--- config.mk ---
export PLATFORM = sky130hd
export DESIGN_NAME = sdosu_server
export DESIGN_NICKNAME = d
export VERILOG_FILES = /design/src/verilog/sdosu_pkg.sv /design/src/verilog/sdosu_fifo_if.sv /design/src/verilog/sdosu_server.sv /design/src/verilog/sdosu_fifo.sv
export SDC_FILE = /design/constraint.sdc
export NUM_CORES = 1
export LEC_CHECK = 0
export ABC_AREA = 1
export BUFFER_PORTS_ARGS = -buffer_cell sky130_fd_sc_hd__buf_2
export CAP_MARGIN = 20
export CORE_MARGIN = 2
export CORE_UTILIZATION = 53
export CTS_CLUSTER_DIAMETER = 40
export DETAILED_ROUTE_END_ITERATION = 6
export PLACE_DENSITY = 0.77
export SYNTH_ARGS = -nofsm -noshare
export SYNTH_HDL_FRONTEND = slang
export SYNTH_SLANG_ARGS = --single-unit
--- constraint.sdc ---
create_clock -name i_clk_sys -period 2.3 [get_ports i_clk_sys]
set_input_delay 0.23 -clock i_clk_sys [delete_from_list [all_inputs] [get_ports i_clk_sys]]
set_output_delay 0.23 -clock i_clk_sys [all_outputs]
set_load 0.01 [all_outputs]
--- src/verilog/sdosu_pkg.sv ---
// constants and types of the segmented upload server
package sdosu_pkg;

  localparam logic [10:0] RX_COB_BASE   = 11'h600;
  localparam logic [10:0] TX_COB_BASE   = 11'h580;

  localparam logic [7:0]  CMD_INIT_UP   = 8'h40;
  localparam logic [7:0]  CMD_INIT_ANS  = 8'h41;
  localparam logic [7:0]  CMD_ABORT     = 8'h80;
  localparam logic [7:0]  CMD_DL_ANS    = 8'h60;
  localparam logic [2:0]  CCS_DOWNLOAD  = 3'h1;
  localparam logic [2:0]  CCS_UPLOAD    = 3'h2;
  localparam logic [2:0]  CCS_SEGMENT   = 3'h3;
  localparam int          CMD_TOGGLE_B  = 4;
  localparam int          CMD_ACCESS_B  = 4;
  localparam int          CMD_LAST_B    = 0;
  localparam int          CMD_EMPTY_LSB = 1;
  localparam logic [2:0]  SEG_BYTES     = 3'h7;

  localparam logic [31:0] AB_TOGGLE     = 32'h05030000;
  localparam logic [31:0] AB_BAD_CMD    = 32'h05040001;
  localparam logic [31:0] AB_ACCESS     = 32'h06010000;
  localparam logic [31:0] AB_READ_ONLY  = 32'h06010002;
  localparam logic [31:0] AB_NO_OBJECT  = 32'h06020000;
  localparam logic [31:0] AB_NOT_MAP    = 32'h06040041;
  localparam logic [31:0] AB_MAP_LONG   = 32'h06040042;
  localparam logic [31:0] AB_TOO_LONG   = 32'h06070012;
  localparam logic [31:0] AB_TOO_SHORT  = 32'h06070013;
  localparam logic [31:0] AB_NO_SUB     = 32'h06090011;
  localparam logic [31:0] AB_TOO_HIGH   = 32'h06090031;
  localparam logic [31:0] AB_TOO_LOW    = 32'h06090032;
  localparam logic [31:0] AB_GENERAL    = 32'h08000000;
  localparam logic [31:0] AB_BAD_STATE  = 32'h08000022;

  // pdo groups locked while operational
  localparam logic [11:0] PDO_RX_COMM   = 12'h140;
  localparam logic [11:0] PDO_RX_MAP    = 12'h160;
  localparam logic [11:0] PDO_TX_COMM   = 12'h180;
  localparam logic [11:0] PDO_TX_MAP    = 12'h1a0;
  localparam logic [3:0]  PDO_LAST_NUM  = 4'h7;

  localparam int          FIFO_DEPTH    = 16;
  localparam int          FIFO_WIDTH    = 8;

  typedef enum logic [3:0] {
    OD_OK        = 4'h0,
    OD_NO_OBJECT = 4'h1,
    OD_NO_SUB    = 4'h2,
    OD_READ_ONLY = 4'h3,
    OD_NOT_MAP   = 4'h4,
    OD_MAP_LONG  = 4'h5,
    OD_TOO_LONG  = 4'h6,
    OD_TOO_SHORT = 4'h7,
    OD_TOO_HIGH  = 4'h8,
    OD_TOO_LOW   = 4'h9,
    OD_GENERAL   = 4'ha
  } sdosu_od_err_t;

  typedef enum logic [4:0] {
    ST_IDLE    = 5'h01,
    ST_OD_WAIT = 5'h02,
    ST_UP_RDY  = 5'h04,
    ST_COLLECT = 5'h08,
    ST_SEND    = 5'h10
  } sdosu_state_t;

endpackage : sdosu_pkg

--- src/verilog/sdosu_fifo_if.sv ---
// drain side of the upload byte fifo
`timescale 1ns/1ps
interface sdosu_fifo_if #(
  parameter int W = 8
);
  logic         valid;
  logic         ready;
  logic [W-1:0] data;

  modport fifo (output valid, output data, input ready);
  modport user (input valid, input data, output ready);
endinterface : sdosu_fifo_if

--- src/verilog/sdosu_server.sv ---
// sdo server: segmented upload, aborts, abort codes
//
// Functional notes
// client initiate: command 40, index, subindex
// initiate answer 41, echoed index/subindex, size bytes 4-7
// client segment request 60 or 70 by toggle
// toggle alternates; confirm echoes request toggle
// toggle starts at zero, also after an abort
// command bits 3..1 count empty trailing bytes
// last-segment flag set only in final confirm
// full middle confirm, toggle set: command 10
// final 3-byte confirm, toggle clear: command 09
// abort: command 80, index, subindex, code, own id
// received abort ends transfer, never confirmed; code drops an abort in ST_OD_WAIT, ST_SEND or with a reply pending
// client restarts with initiate after an abort
// abort accepted with or without code; code ignored
// toggle not alternated aborts with 05030000
// unknown command aborts with 05040001
// complete access 06010000; read-only write 06010002
// no index 06020000; no subindex 06090011
// unmappable 06040041; mapping over 8 bytes 06040042
// write too long 06070012; too short 06070013
// above limit 06090031; below limit 06090032
// other failures 08000000
// pdo parameter write while operational 08000022
// track toggle and count; idle after last or abort
`timescale 1ns/1ps
module sdosu_server #(
  parameter int FIFO_W = sdosu_pkg::FIFO_WIDTH,
  parameter int FIFO_D = sdosu_pkg::FIFO_DEPTH
) (
  input  wire logic        i_clk_sys,
  input  wire logic        i_rst_n,
  input  wire logic [6:0]  i_node_number,
  input  wire logic        i_nmt_operational,
  input  wire logic        i_rx_valid,
  input  wire logic [10:0] i_rx_cob_id,
  input  wire logic [63:0] i_rx_data,
  output logic             o_tx_valid,
  input  wire logic        i_tx_ready,
  output logic [10:0]      o_tx_cob_id,
  output logic [63:0]      o_tx_data,
  output logic             o_od_req,
  output logic             o_od_write,
  output logic [15:0]      o_od_index,
  output logic [7:0]       o_od_subidx,
  output logic [31:0]      o_od_wdata,
  output logic [2:0]       o_od_wlen,
  input  wire logic        i_od_ack,
  input  wire logic [3:0]  i_od_err,
  input  wire logic [31:0] i_od_size,
  input  wire logic        i_up_valid,
  output logic             o_up_ready,
  input  wire logic [7:0]  i_up_data,
  output logic             o_up_flush,
  output logic             o_busy
);

  typedef struct packed {
    sdosu_pkg::sdosu_state_t state;
    logic                    toggle;
    logic [31:0]             remaining;
    logic [15:0]             index;
    logic [7:0]              subidx;
    logic                    is_write;
    logic [2:0]              take;
    logic [2:0]              seg_cnt;
    logic [55:0]             seg_data;
    logic                    tx_valid;
    logic [10:0]             tx_cob_id;
    logic [63:0]             tx_data;
    logic                    od_req;
    logic [31:0]             od_wdata;
    logic [2:0]              od_wlen;
    logic                    flush;
  } sdosu_st_t;

  sdosu_st_t   st_reg;
  sdosu_st_t   st_next;

  sdosu_fifo_if #(.W(FIFO_W)) up_rd ();

  logic        rx_hit;
  logic [7:0]  rx_cmd;
  logic [15:0] rx_index;
  logic [7:0]  rx_subidx;
  logic [10:0] own_cob_id;
  logic        pdo_locked;
  logic [31:0] od_code;
  logic [2:0]  next_take;
  logic [7:0]  seg_cmd;

  sdosu_fifo #(
    .W     (FIFO_W),
    .DEPTH (FIFO_D)
  ) u_fifo (
    .i_clk_sys  (i_clk_sys),
    .i_rst_n    (i_rst_n),
    .i_flush    (st_reg.flush),
    .i_wr_valid (i_up_valid),
    .o_wr_ready (o_up_ready),
    .i_wr_data  (i_up_data),
    .rd         (up_rd.fifo)
  );

  function automatic logic [63:0] abort_frame(
    input logic [15:0] idx,
    input logic [7:0]  sub,
    input logic [31:0] code
  );
    abort_frame = {code, sub, idx, sdosu_pkg::CMD_ABORT};
  endfunction : abort_frame

  // one frame per cycle at most; a frame is lost while a reply is pending or outside ST_IDLE and ST_UP_RDY, except an abort in ST_COLLECT
  assign rx_hit     = i_rx_valid &&
                      (i_rx_cob_id == sdosu_pkg::RX_COB_BASE +
                                      {4'h0, i_node_number});
  assign rx_cmd     = i_rx_data[7:0];
  assign rx_index   = i_rx_data[23:8];
  assign rx_subidx  = i_rx_data[31:24];
  assign own_cob_id = sdosu_pkg::TX_COB_BASE + {4'h0, i_node_number};

  always_comb
  begin
    pdo_locked = 1'b0;
    if ((rx_index[15:4] == sdosu_pkg::PDO_RX_COMM) ||
        (rx_index[15:4] == sdosu_pkg::PDO_RX_MAP)  ||
        (rx_index[15:4] == sdosu_pkg::PDO_TX_COMM) ||
        (rx_index[15:4] == sdosu_pkg::PDO_TX_MAP))
    begin
      pdo_locked = (rx_index[3:0] <= sdosu_pkg::PDO_LAST_NUM);
    end
  end

  always_comb
  begin
    case (sdosu_pkg::sdosu_od_err_t'(i_od_err))
      sdosu_pkg::OD_NO_OBJECT: od_code = sdosu_pkg::AB_NO_OBJECT;
      sdosu_pkg::OD_NO_SUB:    od_code = sdosu_pkg::AB_NO_SUB;
      sdosu_pkg::OD_READ_ONLY: od_code = sdosu_pkg::AB_READ_ONLY;
      sdosu_pkg::OD_NOT_MAP:   od_code = sdosu_pkg::AB_NOT_MAP;
      sdosu_pkg::OD_MAP_LONG:  od_code = sdosu_pkg::AB_MAP_LONG;
      sdosu_pkg::OD_TOO_LONG:  od_code = sdosu_pkg::AB_TOO_LONG;
      sdosu_pkg::OD_TOO_SHORT: od_code = sdosu_pkg::AB_TOO_SHORT;
      sdosu_pkg::OD_TOO_HIGH:  od_code = sdosu_pkg::AB_TOO_HIGH;
      sdosu_pkg::OD_TOO_LOW:   od_code = sdosu_pkg::AB_TOO_LOW;
      default:                 od_code = sdosu_pkg::AB_GENERAL;
    endcase
  end

  // at most seven bytes per segment
  assign next_take = (st_reg.remaining >= {29'h0, sdosu_pkg::SEG_BYTES}) ?
                     sdosu_pkg::SEG_BYTES : st_reg.remaining[2:0];

  always_comb
  begin
    seg_cmd = 8'h00;
    seg_cmd[sdosu_pkg::CMD_TOGGLE_B] = st_reg.toggle;
    seg_cmd[3:sdosu_pkg::CMD_EMPTY_LSB] =
      sdosu_pkg::SEG_BYTES - st_reg.take;
    seg_cmd[sdosu_pkg::CMD_LAST_B] =
      (st_reg.remaining == {29'h0, st_reg.take});
  end

  always_comb
  begin
    st_next        = st_reg;
    st_next.od_req = 1'b0;
    st_next.flush  = 1'b0;
    up_rd.ready    = 1'b0;
    if (st_reg.tx_valid && i_tx_ready)
    begin
      st_next.tx_valid = 1'b0;
    end
    case (st_reg.state)
      sdosu_pkg::ST_IDLE,
      sdosu_pkg::ST_UP_RDY:
      begin
        if (rx_hit && !st_reg.tx_valid)
        begin
          st_next.index     = rx_index;
          st_next.subidx    = rx_subidx;
          st_next.tx_cob_id = own_cob_id;
          if (rx_cmd == sdosu_pkg::CMD_ABORT)
          begin
            // code bytes ignored; no reply
            st_next.state  = sdosu_pkg::ST_IDLE;
            st_next.toggle = 1'b0;
            st_next.flush  = 1'b1;
          end
          else if (rx_cmd[7:5] == sdosu_pkg::CCS_UPLOAD)
          begin
            st_next.toggle = 1'b0;
            st_next.flush  = 1'b1;
            if (rx_cmd[sdosu_pkg::CMD_ACCESS_B])
            begin
              st_next.state    = sdosu_pkg::ST_IDLE;
              st_next.tx_valid = 1'b1;
              st_next.tx_data  = abort_frame(rx_index, rx_subidx,
                                             sdosu_pkg::AB_ACCESS);
            end
            else
            begin
              st_next.is_write = 1'b0;
              st_next.od_req   = 1'b1;
              st_next.state    = sdosu_pkg::ST_OD_WAIT;
            end
          end
          else if (rx_cmd[7:5] == sdosu_pkg::CCS_DOWNLOAD)
          begin
            st_next.state = sdosu_pkg::ST_IDLE;
            if (pdo_locked && i_nmt_operational)
            begin
              st_next.tx_valid = 1'b1;
              st_next.tx_data  = abort_frame(rx_index, rx_subidx,
                                             sdosu_pkg::AB_BAD_STATE);
            end
            else if (!rx_cmd[1])
            begin
              // only expedited writes are served
              st_next.tx_valid = 1'b1;
              st_next.tx_data  = abort_frame(rx_index, rx_subidx,
                                             sdosu_pkg::AB_GENERAL);
            end
            else
            begin
              st_next.is_write = 1'b1;
              st_next.od_wdata = i_rx_data[63:32];
              st_next.od_wlen  = rx_cmd[0] ? 3'h4 - {1'b0, rx_cmd[3:2]} :
                                             3'h4;
              st_next.od_req   = 1'b1;
              st_next.state    = sdosu_pkg::ST_OD_WAIT;
            end
          end
          else if ((rx_cmd[7:5] == sdosu_pkg::CCS_SEGMENT) &&
                   (st_reg.state == sdosu_pkg::ST_UP_RDY))
          begin
            if (rx_cmd[sdosu_pkg::CMD_TOGGLE_B] != st_reg.toggle)
            begin
              st_next.state    = sdosu_pkg::ST_IDLE;
              st_next.toggle   = 1'b0;
              st_next.flush    = 1'b1;
              st_next.tx_valid = 1'b1;
              st_next.tx_data  = abort_frame(st_reg.index, st_reg.subidx,
                                             sdosu_pkg::AB_TOGGLE);
            end
            else
            begin
              st_next.index    = st_reg.index;
              st_next.subidx   = st_reg.subidx;
              st_next.take     = next_take;
              st_next.seg_cnt  = 3'h0;
              st_next.seg_data = 56'h0;
              st_next.state    = sdosu_pkg::ST_COLLECT;
            end
          end
          else
          begin
            // segment request outside an upload counts as unknown
            st_next.state    = sdosu_pkg::ST_IDLE;
            st_next.toggle   = 1'b0;
            st_next.flush    = 1'b1;
            st_next.tx_valid = 1'b1;
            st_next.tx_data  = abort_frame(rx_index, rx_subidx,
                                           sdosu_pkg::AB_BAD_CMD);
          end
        end
      end
      sdosu_pkg::ST_OD_WAIT:
      begin
        if (i_od_ack)
        begin
          st_next.tx_valid = 1'b1;
          st_next.state    = sdosu_pkg::ST_IDLE;
          if (sdosu_pkg::sdosu_od_err_t'(i_od_err) != sdosu_pkg::OD_OK)
          begin
            st_next.flush   = 1'b1;
            st_next.tx_data = abort_frame(st_reg.index, st_reg.subidx,
                                          od_code);
          end
          else if (st_reg.is_write)
          begin
            st_next.tx_data = {32'h0, st_reg.subidx, st_reg.index,
                               sdosu_pkg::CMD_DL_ANS};
          end
          else
          begin
            st_next.remaining = i_od_size;
            st_next.tx_data   = {i_od_size, st_reg.subidx, st_reg.index,
                                 sdosu_pkg::CMD_INIT_ANS};
            st_next.state     = sdosu_pkg::ST_UP_RDY;
          end
        end
      end
      sdosu_pkg::ST_COLLECT:
      begin
        if (rx_hit && (rx_cmd == sdosu_pkg::CMD_ABORT))
        begin
          st_next.state  = sdosu_pkg::ST_IDLE;
          st_next.toggle = 1'b0;
          st_next.flush  = 1'b1;
        end
        else if (st_reg.seg_cnt != st_reg.take)
        begin
          // source stalls here; the fifo lets it run ahead by its depth
          up_rd.ready = 1'b1;
          if (up_rd.valid)
          begin
            st_next.seg_data[{st_reg.seg_cnt, 3'h0} +: 8] = up_rd.data;
            st_next.seg_cnt = st_reg.seg_cnt + 3'h1;
          end
        end
        else if (!st_reg.tx_valid)
        begin
          st_next.tx_valid  = 1'b1;
          st_next.tx_data   = {st_reg.seg_data, seg_cmd};
          st_next.state     = sdosu_pkg::ST_SEND;
        end
      end
      sdosu_pkg::ST_SEND:
      begin
        if (i_tx_ready)
        begin
          st_next.toggle    = !st_reg.toggle;
          st_next.remaining = st_reg.remaining - {29'h0, st_reg.take};
          if (seg_cmd[sdosu_pkg::CMD_LAST_B])
          begin
            st_next.state  = sdosu_pkg::ST_IDLE;
            st_next.toggle = 1'b0;
          end
          else
          begin
            st_next.state = sdosu_pkg::ST_UP_RDY;
          end
        end
      end
      default:
      begin
        st_next.state = sdosu_pkg::ST_IDLE;
      end
    endcase
  end

  always_ff @(posedge i_clk_sys or negedge i_rst_n)
  begin
    if (!i_rst_n)
    begin
      st_reg       <= '0;
      st_reg.state <= sdosu_pkg::ST_IDLE;
    end
    else
    begin
      st_reg <= st_next;
    end
  end

  assign o_tx_valid  = st_reg.tx_valid;
  assign o_tx_cob_id = st_reg.tx_cob_id;
  assign o_tx_data   = st_reg.tx_data;
  assign o_od_req    = st_reg.od_req;
  assign o_od_write  = st_reg.is_write;
  assign o_od_index  = st_reg.index;
  assign o_od_subidx = st_reg.subidx;
  assign o_od_wdata  = st_reg.od_wdata;
  assign o_od_wlen   = st_reg.od_wlen;
  assign o_up_flush  = st_reg.flush;
  assign o_busy      = (st_reg.state != sdosu_pkg::ST_IDLE);

endmodule : sdosu_server

--- src/verilog/sdosu_fifo.sv ---
// byte fifo between data source and segment builder
`timescale 1ns/1ps
module sdosu_fifo #(
  parameter int W     = 8,
  parameter int DEPTH = 16
) (
  input  wire logic         i_clk_sys,
  input  wire logic         i_rst_n,
  input  wire logic         i_flush,
  input  wire logic         i_wr_valid,
  output logic              o_wr_ready,
  input  wire logic [W-1:0] i_wr_data,
  sdosu_fifo_if.fifo        rd
);
  localparam int AW = $clog2(DEPTH);

  typedef struct packed {
    logic [DEPTH-1:0][W-1:0] mem;
    logic [AW-1:0]           wp;
    logic [AW-1:0]           rp;
    logic [AW:0]             cnt;
    logic                    full;
  } sdosu_fifo_st_t;

  sdosu_fifo_st_t st_reg;
  sdosu_fifo_st_t st_next;
  logic           push;
  logic           pop;

  always_comb
  begin
    st_next = st_reg;
    push    = i_wr_valid && !st_reg.full;
    pop     = rd.ready && (st_reg.cnt != '0);
    if (push)
    begin
      st_next.mem[st_reg.wp] = i_wr_data;
      st_next.wp             = st_reg.wp + 1'b1;
    end
    if (pop)
    begin
      st_next.rp = st_reg.rp + 1'b1;
    end
    if (push && !pop)
    begin
      st_next.cnt = st_reg.cnt + 1'b1;
    end
    else if (pop && !push)
    begin
      st_next.cnt = st_reg.cnt - 1'b1;
    end
    // flush wins so stale bytes never leak into the next transfer
    if (i_flush)
    begin
      st_next.wp  = '0;
      st_next.rp  = '0;
      st_next.cnt = '0;
    end
    st_next.full = (st_next.cnt == (AW+1)'(DEPTH));
  end

  always_ff @(posedge i_clk_sys or negedge i_rst_n)
  begin
    if (!i_rst_n)
    begin
      st_reg <= '0;
    end
    else
    begin
      st_reg <= st_next;
    end
  end

  assign o_wr_ready = !st_reg.full;
  assign rd.valid   = (st_reg.cnt != '0);
  assign rd.data    = st_reg.mem[st_reg.rp];

endmodule : sdosu_fifo

==> summary.log <==
qor: synth.postSynth.asyncResetShare 100.0%
qor: setup_path.crit_arrival 2.70 ns
qor: setup_path.critical-path-slowest-cell dfstp_2
qor: synth.post_synth_main_area_contributors dfrtp_1, nand2_1, o21ai_0
qor: synth.netlist.top_cell.by_area dfrtp_1
qor: sta.final.min_clock_period 2.202 ns
qor: floorplanning.die_x 200.0 um
qor: floorplanning.boundaryPins 273
qor: placement.placedInstanceArea 0.02205 mm2
qor: synth.synth_top_cell_area_share 46.20%
qor: sta.tightest_slew 0.5565 ns
qor: setup_path.most_common_cell_type_on_the_critical_path nand2_1
qor: sta.final-hold-violation-count 0
qor: synth.syn_nets 2828
qor: setup_path.timing.critical_path.from_type flop
qor: synth.synth-warning-count 0
qor: final_layout.final_cell_area 0.02507 mm2
qor: clocking.total_clock_sinks 377
qor: sta.fin_crit_sh 95.75%
qor: final_layout.nFillCells 3099
qor: placement.finalWeightedCongestion 0.9896
qor: floorplanning.initial_utilization 53.94%
qor: global_routing.grt_start_max_net_pins 93
qor: final_layout.area_growth 23.11%
qor: route.drt_pre_antenna_iters 5
qor: floorplanning.floorplan.die.height 200.0 um
qor: synth.syn-instance-count 2673
qor: setup_path.crit_path_max_incr_delay 0.56 ns
qor: floorplanning.core_area 0.03776 mm2
qor: placement.number_of_port_buffers 271
qor: global_routing.initial_antenna_violation_count 0
qor: sta.finalSetupViolations 0
qor: route.detail_route.drc_violations 0
qor: route.routed-wl-met2 29.74 mm
qor: synth.synth_cell_types 54
qor: clocking.clockRootBuffer clkbuf_16
qor: route.detailroute.wirelength.met3 5.370 mm
qor: clocking.tritoncts_clock_tree built
qor: clocking.cts.path.max_buffers 3
qor: global_routing.grt_pass1_vias 18930
qor: pwr.p_leak 12.87 nW
qor: route.wl_per_cell 17.95 um
qor: clocking.htreeDepth 2
qor: sta.finalMaxSlewViolations 0
qor: setup_path.path_max_fanout 29
qor: job.max_cap_viol_count 0
qor: sta.rsz_0062_raised_after_global_routing yes
qor: synth.ys_dominant_reg_cell dfrtp_1
qor: clocking.clkTransAtPathRegs 0.06 ns
qor: sta.clock_skew 0.04004 ns
qor: pwr.ir_drop 0.0008434 V
qor: sta.highest_attainable_clock_frequency 0.4541 GHz
qor: route.via_density_per_instance 5.498
qor: worst_hold_path.hold_class in2reg
qor: synth.register_area_share_after_synthesis 46.33%
qor: synth.synth-seq-cells 377
qor: sta.timing.slew.headroom 62.81%
qor: route.top_layer_in_use met4
qor: final_layout.final_net_count 3128
qor: clocking.insertion_delay 0.61 ns
qor: final_layout.combined_flip_flop_and_latch_cell_area 0.009438 mm2
qor: final_layout.multi_input_comb_area 0.008373 mm2
qor: synth.synth-edff-count 0
qor: setup_path.path_class reg2reg
qor: final_layout.final_core_utilization 66.41%
qor: global_routing.track_usage 31.82%
qor: synth.avg_cell_area_syn 7.619 um2
qor: final_layout.antennaDiodeCount 0
qor: synth.netlist_area 0.02037 mm2
qor: route.drt_wl_total 63.39 mm
qor: global_routing.grt_overflow_total 0
qor: floorplanning.num_rows 71
qor: pwr.power.density_cell_area 1132 mW/mm2
qor: floorplanning.die_area 0.04001 mm2
qor: final_layout.drive_gt1_share 19.11%
qor: pwr.finalPower 0.02839 W
qor: final_layout.number_of_flip_flops_in_the_largest_register 142
qor: placement.place_hpwl 44.90 mm
qor: route.drt-initial-drc-count 1644
qor: outcome.run_status completed
qor: setup_path.worstSetupEndpointType flop
qor: route.detailroute.via_count 19420
qor: clocking.tritoncts.num_buffers 57
qor: setup_path.timing.critical_path.required 2.80 ns
qor: global_routing.first_pass_grt_wire_length 99.53 mm
qor: route.antenna_violating_nets_post_route 0
qor: route.wl_met1 26.01 mm
qor: setup_path.timing.critical_path.cells nor2_2, nand2_1, nor3_4, buf_4, buf_4, buf_4, nand2_1, o211ai_1, a21oi_1, nand2_1, nand2_1, nand2_1
==> where the power goes <==
part           internal (W)  leakage [nW]  switching, W
clock network       0.00598          1.02       0.00328
logic               0.00354          7.00       0.00643
registers           0.00826          4.85      0.000908
total                0.0178          12.9        0.0106
==> path summary, 6_finish.rpt <==
path / startpoint / end / slack [ns] / depth (start not counted)
max: st_reg[233]$_DFFE_PN1P_ / o_tx_data[33]$_DFFE_PN0P_ / 0.1 / 12
min: i_od_size[29] / st_reg[229]$_DFFE_PN0P_ / 0.02 / 5
max reg2reg: st_reg[233]$_DFFE_PN1P_ / o_tx_data[33]$_DFFE_PN0P_ / 0.1 / 12
min reg2reg: o_tx_data[62]$_DFFE_PN0P_ / o_tx_data[62]$_DFFE_PN0P_ / 0.47 / 2
max in group asynchronous: i_rst_n / o_od_wdata[9]$_DFFE_PN0P_ / 1.27 / 3
min in group asynchronous: i_rst_n / o_od_index[4]$_DFFE_PN0P_ / 0.15 / 2
==> cell usage in the layout (no fill, tap or decap), types with 6 or more instances in the layout <==
cell type      count
inv_2              9
o21ai_2            6
nor2_4             9
buf_4            124
nor2_2             9
clkinv_2           9
buf_2            270
nor4_1             6
nand3_1          180
o211ai_1          27
clkinv_1          12
inv_1            284
nand4_1           33
xor2_1            16
clkbuf_8           8
clkbuf_16         60
dlygate4sd3_1     78
nor3_1            30
nor2_1           170
inv_6              7
ha_1              21
bufinv_16          9
o21ai_1           21
dfrtp_1          374
a22oi_1            8
nand2_1          675
o21ai_0          319
buf_12            15
o22ai_1            7
xnor2_1            7
a21oi_1          146
==> critical path, delay by kind of cell (launching register included) <==
family                 cells  cell delay, ns
and+or+nand+nor            7            0.60
DFF                        1            0.56
buffers and inverters      3            0.52
AOI/OAI and AO/OA          2            0.41
==> repair_timing <==
action                     in CTS  in global routing
buffers inserted                2                  5
setup endpoints to repair       3                124
resized for setup               1                 25
hold endpoints to repair      342                  0
hold buffers                   78                  0
pin swaps                       1                  6
cloned                          0                  1
==> cell type report <==
cell class	count	area share, %
clock buffer	70	6.373
tap	511	2.550
sequential	377	37.64
timing repair buffer	489	13.57
clock inverter	36	1.896
inverter	305	4.566
multi-input combinational	1743	33.40
==> Yosys cell counts, types with 2 or more instances <==
| master | instances |
|---|---|
| nor2_4 | 7 |
| and2_1 | 2 |
| clkinv_1 | 12 |
| buf_2 | 18 |
| nand3_1 | 181 |
| a21oi_1 | 147 |
| dfrtp_1 | 376 |
| o21ai_2 | 2 |
| o21a_1 | 3 |
| ha_1 | 21 |
| clkbuf_1 | 78 |
| o221ai_1 | 3 |
| nand4_1 | 33 |
| nand2_2 | 3 |
| a22oi_1 | 8 |
| o211ai_1 | 27 |
| nor2_1 | 176 |
| nand3b_1 | 4 |
| o21ai_1 | 24 |
| xnor2_1 | 7 |
| buf_1 | 7 |
| a211oi_1 | 2 |
| nand2_1 | 679 |
| buf_4 | 139 |
| nor2_2 | 5 |
| nor4_1 | 7 |
| xor2_1 | 16 |
| nor3_1 | 32 |
| o21ai_0 | 320 |
| nand3_2 | 2 |
| a32oi_1 | 2 |
| buf_6 | 5 |
| inv_2 | 9 |
| or2_2 | 5 |
| nor3_4 | 3 |
| inv_1 | 284 |
| o22ai_1 | 7 |
==> metal layers <==
layer	vias up	global-route usage, %
li1	9115	-
met4	0	12.70
met3	165	6.468
met1	9254	42.10
met5	-	0
met2	881	51.52
==> kinds of logic (layout without fill, tap and decap cells) <==
group / after synthesis / after routing / synth area share (%)
compound gates: 553 / 553 / 14.39
xor+xnor: 23 / 23 / 0.9891
fa+ha+maj: 22 / 22 / 1.388
buf+inv: 553 / 900 / 13.06
flops: 377 / 377 / 46.33
other cells: 1 / 1 / 0.01841
simple gates: 1144 / 1144 / 23.83
==> metrics by stage <==
step / hold slack (ns) / TNS (ns) / setup slack (ns) / instances
global placement: 0.1799 / -0.03079 / -0.03079 / 3339
floorplan: -0.06559 / 0 / 0.01275 / 2673
finish: 0.02419 / 0 / 0.09768 / 3531
detailed placement: 0.1801 / -0.06588 / -0.06588 / 3339
CTS: 0.0005171 / 0 / 0.01731 / 3525
global route: 0.01850 / -0.02468 / -0.01411 / 3531
Note: power is estimated with default switching activity, not from simulation.
